[config.mk]
export PLATFORM = sky130hd
export DESIGN_NAME = csec_status_regs
export DESIGN_NICKNAME = d
export VERILOG_FILES = /design/src/include/csec_pkg.sv /design/src/include/csec_cnt_if.sv /design/src/hw/csec_err_counters.sv /design/src/hw/csec_status_regs.sv
export VERILOG_INCLUDE_DIRS = /design/src /design/src/include
export SDC_FILE = /design/constraint.sdc
export NUM_CORES = 1
export LEC_CHECK = 0
export BUFFER_PORTS_ARGS = -buffer_cell sky130_fd_sc_hd__buf_4
export CAP_MARGIN = 10
export CORE_MARGIN = 4
export CORE_UTILIZATION = 45
export CTS_BUF_LIST = sky130_fd_sc_hd__clkbuf_8
export CTS_CLUSTER_DIAMETER = 80
export DETAILED_ROUTE_END_ITERATION = 12
export GPL_TIMING_DRIVEN = 0
export PLACE_DENSITY = 0.67
export SLEW_MARGIN = 30
export SYNTH_ARGS = -nofsm -noshare
export SYNTH_HDL_FRONTEND = slang
export SYNTH_SLANG_ARGS = --single-unit
[constraint.sdc]
create_clock -name sys_clk -period 2.3 [get_ports sys_clk]
set_clock_uncertainty 0.1 [all_clocks]
set_input_delay 0 -clock sys_clk [delete_from_list [all_inputs] [get_ports sys_clk]]
set_output_delay 0 -clock sys_clk [all_outputs]
set_load 0.01 [all_outputs]
[src/include/csec_cfg.svh]
// Constants for the channel status and error counter register set
`ifndef CSEC_CFG_SVH
`define CSEC_CFG_SVH

// Register offsets on the management port
`define CSEC_ADDR_W 5
`define CSEC_ADDR_RESET_CTRL 5'h0E
`define CSEC_ADDR_STATUS 5'h0F
`define CSEC_ADDR_FAST_ERR 5'h10
`define CSEC_ADDR_LANE_ERR 5'h11

// Data width and reset values
`define CSEC_DATA_W 16
`define CSEC_STATUS_RESET 16'h0000
`define CSEC_ERR_RESET 16'hFFFD
`define CSEC_ERR_CLEARED 16'h0000
`define CSEC_ERR_MAX 16'hFFFF
`define CSEC_ZERO16 16'h0000

// Status register bit positions
`define CSEC_BIT_PAT_ALIGNED 15
`define CSEC_BIT_TRAIN_FAIL 14
`define CSEC_BIT_SIG_LOST 13
`define CSEC_BIT_AUTOZERO 12
`define CSEC_BIT_GAIN_LOCK 11
`define CSEC_BIT_SYNC 10
`define CSEC_BIT_BAD_CODE 8
`define CSEC_BIT_MARKER_DONE 4
`define CSEC_BIT_FRAME_FOUND 3
`define CSEC_BIT_RX_TRAINED 2
`define CSEC_BIT_SLOW_PLL 1
`define CSEC_BIT_FAST_PLL 0

// Reset control register fields (self clearing)
`define CSEC_RC_LANE_FIFO_HI 11
`define CSEC_RC_LANE_FIFO_LO 8
`define CSEC_RC_RESTART_TRAIN 4
`define CSEC_RC_DATAPATH 3

// Counter arrangement: index 0 is the fast link, 1..4 are lanes 0..3
`define CSEC_NUM_LANES 4
`define CSEC_NUM_CNT 5
`define CSEC_LANE_SEL_W 3
`define CSEC_FAST_IDX 0
`define CSEC_LANE_BASE 1

`endif

[src/include/csec_pkg.sv]
// Types for the channel status and error counter register set
`default_nettype none
`include "csec_cfg.svh"

package csec_pkg;

  typedef logic [`CSEC_DATA_W-1:0] csec_word_type;

  // State of the main register block
  typedef struct packed {
    logic patPinMeta;
    logic patPinSync;
    logic trainFailLatch;
    logic sigLostLatch;
    logic badCodeLatch;
    logic markerDoneLatch;
    logic autozeroLatch;
    logic gainLockLatch;
    logic syncLatch;
    logic slowPllLatch;
    logic fastPllLatch;
    csec_word_type rdData;
    logic rdValid;
    logic [`CSEC_NUM_LANES-1:0] laneFifoReset;
    logic restartTraining;
    logic datapathReset;
  } csec_main_state_type;

  // State of the counter bank
  typedef struct packed {
    csec_word_type [`CSEC_NUM_CNT-1:0] count;
  } csec_cnt_state_type;

endpackage : csec_pkg

`default_nettype wire
[src/include/csec_cnt_if.sv]
// Connection between the register block and its error counter bank
`default_nettype none
`include "csec_cfg.svh"

interface csec_cnt_if;
  logic [`CSEC_NUM_CNT-1:0] incr;
  logic [`CSEC_NUM_CNT-1:0] clr;
  logic [`CSEC_NUM_CNT-1:0][`CSEC_DATA_W-1:0] count;

  modport regs (output incr, output clr, input count);
  modport bank (input incr, input clr, output count);
endinterface : csec_cnt_if

`default_nettype wire

[src/hw/csec_err_counters.sv]
// Bank of saturating clear-on-read error counters
`default_nettype none
`include "csec_cfg.svh"

module csec_err_counters
  import csec_pkg::*;
(
  input wire logic sys_clk,
  input wire logic srst,
  input wire logic clkEn,
  csec_cnt_if.bank cnt
);

  csec_cnt_state_type cur_ff;
  csec_cnt_state_type nxt_cur;

  // Saturating step: a wrapped count would hide a burst of errors
  function automatic csec_word_type bump(input csec_word_type v);
    bump = (v == `CSEC_ERR_MAX) ? v : csec_word_type'(v + 1'b1);
  endfunction

  //////////////////////////////////////////////////////////////////////
  // Next counts: an error in the read cycle survives the clear
  always_comb
  begin
    nxt_cur = cur_ff;
    for (int i = 0; i < `CSEC_NUM_CNT; i++)
    begin
      if (cnt.clr[i])
      begin
        nxt_cur.count[i] = cnt.incr[i] ? bump(`CSEC_ERR_CLEARED) : `CSEC_ERR_CLEARED;
      end
      else if (cnt.incr[i])
      begin
        nxt_cur.count[i] = bump(cur_ff.count[i]);
      end
    end
  end

  //////////////////////////////////////////////////////////////////////
  // Registers, frozen while the clock enable is low
  always_ff @(posedge sys_clk)
  begin
    if (srst)
    begin
      for (int i = 0; i < `CSEC_NUM_CNT; i++)
      begin
        cur_ff.count[i] <= `CSEC_ERR_RESET;
      end
    end
    else if (clkEn)
    begin
      cur_ff <= nxt_cur;
    end
  end

  assign cnt.count = cur_ff.count;

endmodule : csec_err_counters
`default_nettype wire

[src/hw/csec_status_regs.sv]
// Channel status register and error counter registers of one channel
// Overview of operation
// - Bit 15 is live: one when pattern aligned and correct, else zero.
// - Bit 14 latches high on a link training failure.
// - Bit 13 latches high on fast receive loss of signal.
// - Bit 12 reports auto-zero calibration complete, latched low.
// - Bit 11 reports gain control loop lock, latched low.
// - Bit 10 reports fast channel synchronization, latched low.
// - Bit 8 latches high on invalid code word, gated by decoder or pattern check.
// - Bit 4 latches high on marker search done, only with bit interleave.
// - Bit 3 is live training frame delineation, no latch.
// - Bit 2 is live receiver trained and ready status.
// - Bit 1 slow PLL lock, bit 0 fast PLL lock, both latched low.
// - Fast counter counts bad code words, or pattern errors in test mode.
// - With the pattern check pin high, fast counter counts pseudo-random errors.
// - Each error counter clears to zero when the host reads it, or to one if an error comes in the read cycle.
// - Fast error counter resets to 0xFFFD.
// - Lane error counter shows the lane picked by the lane select field.
// - Lane counter counts bad code words, or lane pattern errors in test.
// - Lane error counter resets to 0xFFFD; status register resets to zero.
// - Self-clearing reset control bits return to zero the next cycle.
`default_nettype none
`include "csec_cfg.svh"

module csec_status_regs
  import csec_pkg::*;
(
  input wire logic sys_clk,
  input wire logic srst,
  input wire logic clkEn,
  // Management register port
  input wire logic regRdStb,
  input wire logic regWrStb,
  input wire logic [`CSEC_ADDR_W-1:0] regAddr,
  input wire logic [`CSEC_DATA_W-1:0] regWrData,
  output logic [`CSEC_DATA_W-1:0] regRdData,
  output logic regRdValid,
  // Configuration from the channel's configuration registers
  input wire logic [`CSEC_LANE_SEL_W-1:0] lane_select_field,
  input wire logic fastTestMode,
  input wire logic laneTestMode,
  input wire logic decoderEnable,
  input wire logic random_jitter_pattern,
  input wire logic rx_bitwise_interleave,
  // Pattern check enable pin, asynchronous
  input wire logic pattern_check_pin,
  // Live status from the datapath
  input wire logic fast_pattern_aligned,
  input wire logic training_failed_flag,
  input wire logic fast_signal_lost,
  input wire logic autozero_complete,
  input wire logic gain_loop_locked,
  input wire logic fast_sync_achieved,
  input wire logic fast_bad_codeword,
  input wire logic marker_search_done,
  input wire logic training_frame_found,
  input wire logic receiver_trained,
  input wire logic slow_pll_locked,
  input wire logic fast_pll_locked,
  // Error events, one cycle each
  input wire logic fastPatternErr,
  input wire logic fastPrbsErr,
  input wire logic [`CSEC_NUM_LANES-1:0] laneBadCodeword,
  input wire logic [`CSEC_NUM_LANES-1:0] lanePatternErr,
  // Self-clearing reset controls
  output logic [`CSEC_NUM_LANES-1:0] laneFifoReset,
  output logic restartTraining,
  output logic datapathReset
);

  csec_main_state_type cur_ff;
  csec_main_state_type nxt_cur;
  csec_cnt_if cntBus ();

  logic rdStatus;
  logic rdFast;
  logic rdLane;
  logic wrResetCtrl;
  logic badCodeQual;
  logic markerQual;
  logic fastErrEvent;
  csec_word_type statusWord;
  csec_word_type laneCount;

  //////////////////////////////////////////////////////////////////////
  // Register port decode: one strobe qualified by one register address
  function automatic logic hitAddr(
    input logic stb,
    input logic [`CSEC_ADDR_W-1:0] addr,
    input logic [`CSEC_ADDR_W-1:0] target
  );
    hitAddr = stb && (addr == target);
  endfunction

  // Lane select decode; selects past the last lane reach no counter
  function automatic logic laneInRange(
    input logic [`CSEC_LANE_SEL_W-1:0] sel
  );
    laneInRange = sel < `CSEC_LANE_SEL_W'(`CSEC_NUM_LANES);
  endfunction

  //////////////////////////////////////////////////////////////////////
  // Error counter bank: fast link plus four lanes
  csec_err_counters u_counters (
    .sys_clk(sys_clk),
    .srst(srst),
    .clkEn(clkEn),
    .cnt(cntBus.bank)
  );

  //////////////////////////////////////////////////////////////////////
  // Address decode of the management port
  assign rdStatus = hitAddr(regRdStb, regAddr, `CSEC_ADDR_STATUS);
  assign rdFast = hitAddr(regRdStb, regAddr, `CSEC_ADDR_FAST_ERR);
  assign rdLane = hitAddr(regRdStb, regAddr, `CSEC_ADDR_LANE_ERR);
  assign wrResetCtrl = hitAddr(regWrStb, regAddr, `CSEC_ADDR_RESET_CTRL);

  //////////////////////////////////////////////////////////////////////
  // Qualified latch events
  // Bad code words mean nothing unless the decoder or pattern check runs
  assign badCodeQual = fast_bad_codeword && (decoderEnable || random_jitter_pattern);
  // Marker search only applies to bit interleaved receive
  assign markerQual = marker_search_done && rx_bitwise_interleave;

  //////////////////////////////////////////////////////////////////////
  // Fast counter source: pin beats test mode beats functional mode
  always_comb
  begin
    if (cur_ff.patPinSync)
    begin
      fastErrEvent = fastPrbsErr;
    end
    else if (fastTestMode)
    begin
      fastErrEvent = fastPatternErr;
    end
    else
    begin
      fastErrEvent = fast_bad_codeword;
    end
  end

  //////////////////////////////////////////////////////////////////////
  // Counter increments and clear-on-read strobes
  always_comb
  begin
    cntBus.incr = '0;
    cntBus.clr = '0;
    cntBus.incr[`CSEC_FAST_IDX] = fastErrEvent;
    cntBus.clr[`CSEC_FAST_IDX] = rdFast;
    for (int i = 0; i < `CSEC_NUM_LANES; i++)
    begin
      // Every lane counts all the time; the select picks the view and the lane cleared on read
      cntBus.incr[`CSEC_LANE_BASE + i] = laneTestMode ? lanePatternErr[i] : laneBadCodeword[i];
    end
    // Only the selected lane clears; an out of range select clears nothing
    if (laneInRange(lane_select_field))
    begin
      cntBus.clr[`CSEC_LANE_BASE + lane_select_field] = rdLane;
    end
  end

  //////////////////////////////////////////////////////////////////////
  // Selected lane counter; an out of range select reads zero
  always_comb
  begin
    laneCount = `CSEC_ZERO16;
    if (laneInRange(lane_select_field))
    begin
      for (int i = 0; i < `CSEC_NUM_LANES; i++)
      begin
        if (lane_select_field == `CSEC_LANE_SEL_W'(i))
        begin
          laneCount = cntBus.count[`CSEC_LANE_BASE + i];
        end
      end
    end
  end

  //////////////////////////////////////////////////////////////////////
  // Status word as the host sees it; reserved bits read zero
  always_comb
  begin
    statusWord = `CSEC_STATUS_RESET;
    // Live bits are taken at the read edge and never latched
    statusWord[`CSEC_BIT_PAT_ALIGNED] = fast_pattern_aligned;
    statusWord[`CSEC_BIT_TRAIN_FAIL] = cur_ff.trainFailLatch;
    statusWord[`CSEC_BIT_SIG_LOST] = cur_ff.sigLostLatch;
    statusWord[`CSEC_BIT_AUTOZERO] = cur_ff.autozeroLatch;
    statusWord[`CSEC_BIT_GAIN_LOCK] = cur_ff.gainLockLatch;
    statusWord[`CSEC_BIT_SYNC] = cur_ff.syncLatch;
    statusWord[`CSEC_BIT_BAD_CODE] = cur_ff.badCodeLatch;
    statusWord[`CSEC_BIT_MARKER_DONE] = cur_ff.markerDoneLatch;
    statusWord[`CSEC_BIT_FRAME_FOUND] = training_frame_found;
    statusWord[`CSEC_BIT_RX_TRAINED] = receiver_trained;
    statusWord[`CSEC_BIT_SLOW_PLL] = cur_ff.slowPllLatch;
    statusWord[`CSEC_BIT_FAST_PLL] = cur_ff.fastPllLatch;
  end

  //////////////////////////////////////////////////////////////////////
  // Next state of the register block
  always_comb
  begin
    nxt_cur = cur_ff;

    // Two stage synchroniser for the pattern check pin
    // Only the second stage is read; the first may be metastable
    nxt_cur.patPinMeta = pattern_check_pin;
    nxt_cur.patPinSync = cur_ff.patPinMeta;

    // Latched-high bits: a read restarts them from the current event,
    // so an event in the read cycle is kept for the next read
    if (rdStatus)
    begin
      nxt_cur.trainFailLatch = training_failed_flag;
      nxt_cur.sigLostLatch = fast_signal_lost;
      nxt_cur.badCodeLatch = badCodeQual;
      nxt_cur.markerDoneLatch = markerQual;
    end
    else
    begin
      nxt_cur.trainFailLatch = cur_ff.trainFailLatch | training_failed_flag;
      nxt_cur.sigLostLatch = cur_ff.sigLostLatch | fast_signal_lost;
      nxt_cur.badCodeLatch = cur_ff.badCodeLatch | badCodeQual;
      nxt_cur.markerDoneLatch = cur_ff.markerDoneLatch | markerQual;
    end

    // Latched-low bits: a drop sticks until read, then live again
    if (rdStatus)
    begin
      nxt_cur.autozeroLatch = autozero_complete;
      nxt_cur.gainLockLatch = gain_loop_locked;
      nxt_cur.syncLatch = fast_sync_achieved;
      nxt_cur.slowPllLatch = slow_pll_locked;
      nxt_cur.fastPllLatch = fast_pll_locked;
    end
    else
    begin
      nxt_cur.autozeroLatch = cur_ff.autozeroLatch & autozero_complete;
      nxt_cur.gainLockLatch = cur_ff.gainLockLatch & gain_loop_locked;
      nxt_cur.syncLatch = cur_ff.syncLatch & fast_sync_achieved;
      nxt_cur.slowPllLatch = cur_ff.slowPllLatch & slow_pll_locked;
      nxt_cur.fastPllLatch = cur_ff.fastPllLatch & fast_pll_locked;
    end

    // Read answer one cycle after the strobe; unmapped reads give zero
    // Every strobe answers, so the host never waits on an unmapped hole
    nxt_cur.rdValid = regRdStb;
    if (rdStatus)
    begin
      nxt_cur.rdData = statusWord;
    end
    else if (rdFast)
    begin
      nxt_cur.rdData = cntBus.count[`CSEC_FAST_IDX];
    end
    else if (rdLane)
    begin
      nxt_cur.rdData = laneCount;
    end
    else if (regRdStb)
    begin
      nxt_cur.rdData = `CSEC_ZERO16;
    end

    // Reset controls last exactly one cycle after the write
    // Only the self-clearing fields live here; other write bits are dropped
    nxt_cur.laneFifoReset = '0;
    nxt_cur.restartTraining = 1'b0;
    nxt_cur.datapathReset = 1'b0;
    if (wrResetCtrl)
    begin
      nxt_cur.laneFifoReset = regWrData[`CSEC_RC_LANE_FIFO_HI:`CSEC_RC_LANE_FIFO_LO];
      nxt_cur.restartTraining = regWrData[`CSEC_RC_RESTART_TRAIN];
      nxt_cur.datapathReset = regWrData[`CSEC_RC_DATAPATH];
    end
  end

  //////////////////////////////////////////////////////////////////////
  // State register; the clock enable freezes everything
  // Reset does not wait for the enable, so a frozen block still clears
  always_ff @(posedge sys_clk)
  begin
    if (srst)
    begin
      cur_ff <= '0;
    end
    else if (clkEn)
    begin
      cur_ff <= nxt_cur;
    end
  end

  //////////////////////////////////////////////////////////////////////
  // Outputs straight from the state register
  // No decode glitch can reach a pin this way
  assign regRdData = cur_ff.rdData;
  assign regRdValid = cur_ff.rdValid;
  assign laneFifoReset = cur_ff.laneFifoReset;
  assign restartTraining = cur_ff.restartTraining;
  assign datapathReset = cur_ff.datapathReset;

endmodule : csec_status_regs
`default_nettype wire

# [Word-level counts from Yosys, hierarchy flattened]
# Cells that the tools add are included.
[word_totals] register_bits=114 input_bits=57 output_inout_bits=23 word_cells=119
[op_classes] order_cmp=3 n_addsub=6 muxes=42 bitwise_logic=9 n_reduce_logical=21 eq_ne=17
[ops] operator="$mux 16" count=24
[ops] operator="$add 16x1->16 const B" count=5
[ops] operator="$eq 16x16->1 const B" count=5
[ops] operator="$reduce_and 3->1" count=5
[ops] operator="$mux 1" count=12
[ops] operator="$eq 5x4->1 const B" count=2
[ops] operator="$eq 5x5->1 const B" count=2
[ops] operator="$mux 5" count=2
[ops] operator="$ne 2x2->1 const B" count=5
[ops] operator="$reduce_bool 2->1" count=5
[ops] operator="$logic_and 1x1->1" count=7
[ops] operator="$eq 3x2->1 const B" count=2
[ops] operator="$mux 6" count=1
[ops] operator="$and 1x1->1" count=5
[ops] operator="$bwmux 5" count=1
[ops] operator="$add 1x3->4 const A" count=1
[ops] operator="$ge 4x1->1 const B" count=1
[ops] operator="$lt 4x4->1 const B" count=1
[ops] operator="$mux 4" count=1
[ops] operator="$or 1x1->1" count=4
[ops] operator="$reduce_bool 4->1" count=1
[ops] operator="$demux 1 s3" count=1
[ops] operator="$eq 3x1->1 const B" count=1
[ops] operator="$logic_not 3->1" count=1
[ops] operator="other kinds (3)" count=3

# [Logic depth before layout (Yosys ltp)]
# Gate-level depths: netlist of the first run.
[logic_depth] depth_word=9 depth_mapped=8 depth_no_buf=7

# [Cells and area by module]
# Synthesis of the first run repeated with hierarchy kept, for this count alone.
[unflattened] hier_cells=828 area_unflattened_um2=6826.5
[by_module_without_submodules] mod="csec_err_counters" n_inst=1 cells_each=539 seq_area_each_um2=1601.5 area_each_um2=4423.0
[by_module_without_submodules] mod="csec_status_regs" n_inst=1 cells_each=289 seq_area_each_um2=680.7 area_each_um2=2403.6

# [Least setup slack after synthesis of the first run]
# No wires, ideal clock.
[synth_path] path_type="register to register" from="register, netlist name u_counters.cnt.count[16]" to="register, netlist name u_counters.cnt.count[28]" slack_ns=0.043 stages_incl_launch_ff=8 required_time_ns=2.073 setup_ns=0.127 t_arrival_ns=2.030 synth_period_minus_slack_ns=2.257 path_cell_list="dfxtp_1 > ha_1 > and3_1 > and4b_1 > clkbuf_1 > or3_1 > o311a_1 > or3_1"
[synth_between] elab_chain_cells=4
[synth_rtl] element="$add 16x1->16" line="csec_err_counters.sv:19" text="bump = (v == `CSEC_ERR_MAX) ? v : csec_word_type'(v + 1'b1);"
[synth_rtl] element="$mux 16" line="csec_err_counters.sv:19"
[synth_rtl] element="$mux 16" line="csec_err_counters.sv:33" text="else if (cnt.incr[i])"
[synth_rtl] element="$mux 16" line="csec_err_counters.sv:29" text="if (cnt.clr[i])"
# Several ways; a longest one is shown, not always the timed one. The select of a mux whose other input is x is not followed.
# A chain may end at the register's enable or synchronous reset.

# [Worst setup path after layout of the first run]
[layout_path] from="register, netlist name u_counters.cnt.count[17]" to="register, netlist name u_counters.cnt.count[28]"
[layout_between] elab_chain_cells=4
[layout_rtl] element="$add 16x1->16" line="csec_err_counters.sv:19"
[layout_rtl] element="$mux 16" line="csec_err_counters.sv:19"
[layout_rtl] element="$mux 16" line="csec_err_counters.sv:33"
[layout_rtl] element="$mux 16" line="csec_err_counters.sv:29"
# Several ways; a longest one is shown, not always the timed one. The select of a mux whose other input is x is not followed.

==> run metrics, run 1 <==
Die Ht between 100 and 150 um; final slew viol count 0; share of total power in combinational logic 0.171; drt pass-1 iters 5; most frequent cell after synthesis dfxtp_1; final hold violation count 1; Synth Warn # 0; Critical Path Sink u_counters.cnt.count[28]; Worst Setup End Kind flip-flop; worst vdd ir about 0.00055 V; CTS tree yes; R2R Setup Slk roughly 80 ps; Clock Power Share 0.409; Worst Tran Pin Value between 800 and 900 ps; Synth Area in Compound Gates 0.2387; crit path cell chain ha_4 -> and3_1 -> and4b_2 -> or3_4 -> o311a_1 -> or3_1; failing checks hold timing; crit path launch u_counters.cnt.count[17]; width of the die between 100 and 150 um; total power 5.142 mW; xor/xnor share of the synthesized area 0.06694; Final nets slightly below 1000; Seq/Total Area, Yosys 0.3420; Max Freq roughly 450 MHz; global-route wire length before repair between 30 and 40 mm; initial antenna violation count 0; count of cell types in the netlist 67; synthesized cell area 6673 um^2; R2R Path End u_counters.cnt.count[28]; Tot GR Track Use 0.2582; Syn Area/Cell between 8 and 9 um^2; max-cap violations 0; pwr dens approximately 630 nW/um^2; Finished Cell Area around 8000 um^2; share of cells above drive strength 1 0.1728; num ports 80; routability congestion estimate from global placement ~0.92; period utilisation layout 0.9641; CTS buffer count 17; EDFF count, synth 0; core region area about 15000 um^2; vias in the first global route 6200; final setup vio count 0; Pleak about 3.2 nW; GRT overflow 0; slowest cell on the critical path dfxtp_1; largest net degree at the start of global routing 17; simple-gate share of the synthesized area 0.2576; syn nets around 870; Hold Crit Class in -> reg; Yosys top cell by area dfxtp_1; clk root buf clkbuf_8; Worst Path Required approximately 2500 ps; Worst EP arrival around 2500 ps; final hold slack -7.193 ps; Sw Share 0.2839; FILL cells roughly 1400; NetSw about 1.5 mW; Crit Reg-Reg Startpoint u_counters.cnt.count[17]; Max-slew headroom 0.4167; drt total wl 21.60 mm; DR vias around 6800; DRC 0; htree depth 4; largest family of logic cells by synthesized area simple AND/OR/NAND/NOR gates; DR WL/cell a little under 20 um; crit start category flip-flop; worst reg-to-reg path cell count 6; Seq pwr share 0.420; die area ~17000 um^2; mux contribution to synthesized area 0.01444; adder-cell share of the synthesized area 0.01875; P_int ~3.7 mW; num rows 44; clock slew seen by the registers of the worst setup and hold paths approximately 70 ps; Initial Utilization 0.4591; CTS Buffer Depth 2; drt first-iter violations just over 800; Synth Instances about 800; FF+latch count, synth approximately 110; Worst-Skew Late Latency between 400 and 500 ps; top cells by area, synth dfxtp_1, o21ai_0, a21o_1; synthesis-to-layout area growth 22.90%; worst-path fanout max 6; Post-DP Area roughly 7400 um^2; most frequently used flop master after synthesis dfxtp_1; Port Buf Inserts 68; # diodes 0; detailed-placement wirelength estimate 15.50 mm; CP max stage delay between 300 and 400 ps; Antenna Violating Nets Remaining 0; asr flop ratio synth 0; Synth top cells by count dfxtp_1, o21ai_0, nand2_1, nor2_1, clkbuf_1; CP Class reg -> reg; Tmin final 2218 ps; clk sink count 114; status finished with violations; number of vias per cell slightly above 6; top-area cell type share of the netlist area 0.3420
## worst max-delay path: cells and delay by family (launching register included)
kind	cells	cell delay, ps
AO/OA/AOI/OAI	1	290
adder cells (fa/ha/maj)	1	190
flip-flops	1	360
AND/OR/NAND/NOR	4	1150
## registers in the layout (all words and copies together) (netlist names)
register and cells:
u_counters.cnt.count 80, restartTraining 1, cur_ff 11, datapathReset 1, laneFifoReset 4, regRdValid 1
regRdData 16
## routing by layer
layer | up-vias | wire length, um | track usage
met5 | - | 0 | 0
met2 | 298 | 9682 | 0.3897
met1 | 3189 | 9677 | 0.3623
met4 | 0 | 439 | 0.07518
met3 | 42 | 1800 | 0.07122
li1 | 3245 | - | -
## stage by stage
stage,std cells,setup slack [ps],util,TNS (ps)
2_1_floorplan,801,43.32,-,0
3_3_place_gp,1053,-468.1,0.5101,-16570
5_1_grt,1110,-12.78,0.5642,-14.69
4_1_cts,1109,2.207,0.5605,0
3_5_place_dp,1053,-457.0,0.5105,-16050
6_report,1110,82.47,0.5642,0
## worst min-delay path by stage
stage / from / to / slack (ps) / depth (start not counted)
after floorplan: regWrData[3] / datapathReset / 40 / 2
after global placement: regWrData[3] / datapathReset / 130 / 3
after detailed placement: regWrData[11] / laneFifoReset[3] / 140 / 3
after CTS: regWrStb / laneFifoReset[0] / 6 / 5
after global routing: clkEn / u_counters.cnt.count[65] / 20 / 4
final: clkEn / u_counters.cnt.count[65] / -7 / 4
## cells in the final DEF (no fill, tap or decap), types with 24 or more instances in the layout
cell type / instances
xnor2_1: 27
nand2_1: 58
nor2_1: 42
o21ai_0: 60
nand3_1: 32
a21o_1: 33
clkbuf_1: 30
buf_4: 92
xor2_1: 24
nor3_1: 32
dlygate4sd3_1: 27
dfxtp_1: 113
## power by group through the flow
stage | Combinational [mW] | Sequential [mW] | Clock [mW]
finish | 0.878 | 2.16 | 2.10
global route | 0.959 | 2.17 | 2.22
CTS | 0.839 | 2.15 | 2.13
detailed placement | 0.788 | 2.20 | 0
global placement | 0.783 | 2.20 | 0
floorplan | 0.550 | 2.16 | 0
## kinds of logic after synthesis
family                     after synthesis
and+or+nand+nor                        305
DFF                                    114
muxes                                    9
adders and majority gates               10
xor gates and xnor gates                51
AOI/OAI and AO/OA                      226
buffers and inverters                   86
## final cells by class
class                   count  area (um^2)  area share
inverters                  21        78.83    0.009612
flip-flops and latches    114         2283      0.2785
clock buffers              20        275.3     0.03357
repair buffers             99        810.8     0.09887
well taps                 184        230.2     0.02807
clock inverters            11        161.4     0.01968
multi-input cells         601         4043      0.4930
plain buffers              60        317.8     0.03876
## timing repair
item                                    in CTS  in global routing
setup buffers                                0                  4
endpoints found under the setup margin      26                 49
cloned                                       0                  0
resized for setup                            6                 12
endpoints found under the hold margin       23                  0
pin swaps                                    1                  1
hold buffers                                27                  0
No activity file was read; power rests on OpenSTA's default activity.
==> inputs of run 2 (changes only) <==
--- a/config.mk
+++ b/config.mk
@@ -8,13 +8,16 @@
 export LEC_CHECK = 0
 export BUFFER_PORTS_ARGS = -buffer_cell sky130_fd_sc_hd__buf_4
 export CAP_MARGIN = 10
+export CELL_PAD_IN_SITES_DETAIL_PLACEMENT = 0
+export CELL_PAD_IN_SITES_GLOBAL_PLACEMENT = 1
 export CORE_MARGIN = 4
-export CORE_UTILIZATION = 45
+export CORE_UTILIZATION = 41
 export CTS_BUF_LIST = sky130_fd_sc_hd__clkbuf_8
 export CTS_CLUSTER_DIAMETER = 80
 export DETAILED_ROUTE_END_ITERATION = 12
 export GPL_TIMING_DRIVEN = 0
-export PLACE_DENSITY = 0.67
+export PLACE_DENSITY_LB_ADDON = 0.1
+export SETUP_SLACK_MARGIN = 0.15
 export SLEW_MARGIN = 30
 export SYNTH_ARGS = -nofsm -noshare
 export SYNTH_HDL_FRONTEND = slang
==> run metrics, run 2 (synthesis gave the netlist of run 1 again) <==
status finished, final reports clean; Port Buf Inserts 68 (unchanged); dpl ws -715.9 ps (-258.9 ps); CTS buffer count 17 (unchanged); DR WL/cell 20.65 um (+6.1%); GRT overflow 0 (unchanged); Die Ht 135.6 um (+4.5%); final setup vio count 0 (unchanged); # diodes 0 (unchanged); detailed-placement wirelength estimate 17.32 mm (+12%); Worst-Skew Late Latency 450 ps (about the same); core region area 15940 um^2 (+9.7%); CP Class reg -> reg; final worst setup slack 147.1 ps (+64.62 ps); final hold violation count 0 (-1); final slew viol count 0 (unchanged); Final nets 997 (+1.6%); CTS Buffer Depth 2 (unchanged); crit start category flip-flop; Antenna Violating Nets Remaining 0 (unchanged); clock slew seen by the registers of the worst setup and hold paths 80 ps (about the same); Finished Cell Area 8442 um^2 (+2.9%); most frequent cells in the layout dfxtp_1, buf_4, o21ai_0, nand2_1, nor2_1; share of cells above drive strength 1 0.1945 (+0.02169); clk sink count 114 (unchanged); Pleak 3.289 nW (+2.5%); worst-path fanout max 4 (-2); Max-slew headroom 0.3990 (-0.01773); Max Freq 464.5 MHz (+3.0%); Initial Utilization 0.4185 (-0.04057); initial antenna violation count 0 (unchanged); commonest non-fill, non-tap cell in the layout dfxtp_1; htree depth 4 (unchanged); global-route wire length before repair 36.14 mm (+6.7%); period utilisation layout 0.9360 (-0.02810); R2R Setup Slk 150 ps (+60 ps); routability congestion estimate from global placement 0.9113 (-0.49%); worst vdd ir 0.0003436 V (-37%); DRC 0 (unchanged); Hold Crit Class in -> reg; pwr dens 619.0 nW/um^2 (-1.3%); DR vias 6979 (+3.0%); num rows 46 (+4.5%); Worst Setup End Kind flip-flop; Worst Tran Pin Value 901.6 ps (+33.27 ps); vias in the first global route 6596 (+6.4%); clk root buf clkbuf_8; synthesis-to-layout area growth 26.51%; drt first-iter violations 664 (-20%); drt total wl 23.89 mm (+11%); CTS tree yes; Tot GR Track Use 0.2548 (-0.003333); die area 18380 um^2 (+9.1%); max reg flops 80 (unchanged); FILL cells 1512 (+9.7%); Worst EP arrival 2380 ps (-70 ps); width of the die 135.6 um (+4.5%); drt pass-1 iters 7 (+2); largest net degree at the start of global routing 17 (unchanged); Tmin final 2153 ps (-64.62 ps); Post-DP Area 7480 um^2 (+0.81%); max-cap violations 0 (unchanged); Worst Path Required 2530 ps (about the same); number of vias per cell 6.032 (-1.2%); RSZ-0062 raised after global routing yes; num ports 80 (unchanged); Most flops, register u_counters.cnt.count
==> run 2: cell types whose count changed in the layout (fill, tap and decap cells not counted), sizes merged <==
cell / previous run / this run
buf: 98 / 105
clkbuf: 54 / 59
dlygate4sd3: 27 / 31
inv: 22 / 20
clkinvlp: 2 / 3
==> run 2: per-layer routing <==
layer | track usage | part of all wire
met5 | 0 | 0
met1 | 0.3268 | 0.42
met4 | 0.1086 | 0.037
met3 | 0.04346 | 0.067
met2 | 0.4231 | 0.48
==> run 2: worst paths after layout <==
path / depth (start not counted) / start / end
max: 7 / u_counters.cnt.count[16] / u_counters.cnt.count[28]
min: 4 / clkEn / u_counters.cnt.count[34]
max reg2reg: 7 / u_counters.cnt.count[16] / u_counters.cnt.count[28]
min reg2reg: 2 / regRdData[13] / regRdData[13]
==> run 2: cell type report <==
type | instances | area (um^2) | share of cell area
Buffer | 65 | 362.8 | 0.04298
Tap cell | 216 | 270.3 | 0.03201
Timing Repair Buffer | 110 | 903.4 | 0.1070
Clock buffer | 20 | 275.3 | 0.03261
Multi-Input combinational cell | 601 | 4101 | 0.4858
Sequential cell | 114 | 2292 | 0.2715
Clock inverter | 10 | 157.7 | 0.01867
Inverter | 21 | 78.83 | 0.009337
==> run 2: through the flow <==
step	hold WS [ps]	power [mW]	instances	util	TNS (ps)
2_1_floorplan	44.08	2.716	801	-	0
3_3_place_gp	133.9	2.998	1085	0.4688	-19700
3_5_place_dp	144.8	3.016	1085	0.4692	-21900
4_1_cts	3.494	5.199	1154	0.5249	0
5_1_grt	37.47	5.406	1157	0.5295	0
6_report	21.66	5.226	1157	0.5295	0
==> run 2: report_power, final <==
group / total (mW) / internal [mW] / switching [mW]
logic: 0.954 / 0.418 / 0.537
clock network: 2.11 / 1.25 / 0.862
registers: 2.16 / 2.05 / 0.111
==> run 2: critical path, cell delays in order, from the launching register on <==
cell,delay [ps]
dfxtp_4,350
ha_4,160
and3_4,160
and4b_1,200
clkbuf_8,140
or3_4,330
o311a_1,290
or3_1,290
==> run 2: repair_timing <==
item,4_1_cts,5_1_grt
hold buffers,31,0
endpoints found under the hold margin,23,0
endpoints found under the setup margin,66,39
setup buffers,8,3
pin swaps,5,4
resized for setup,22,21
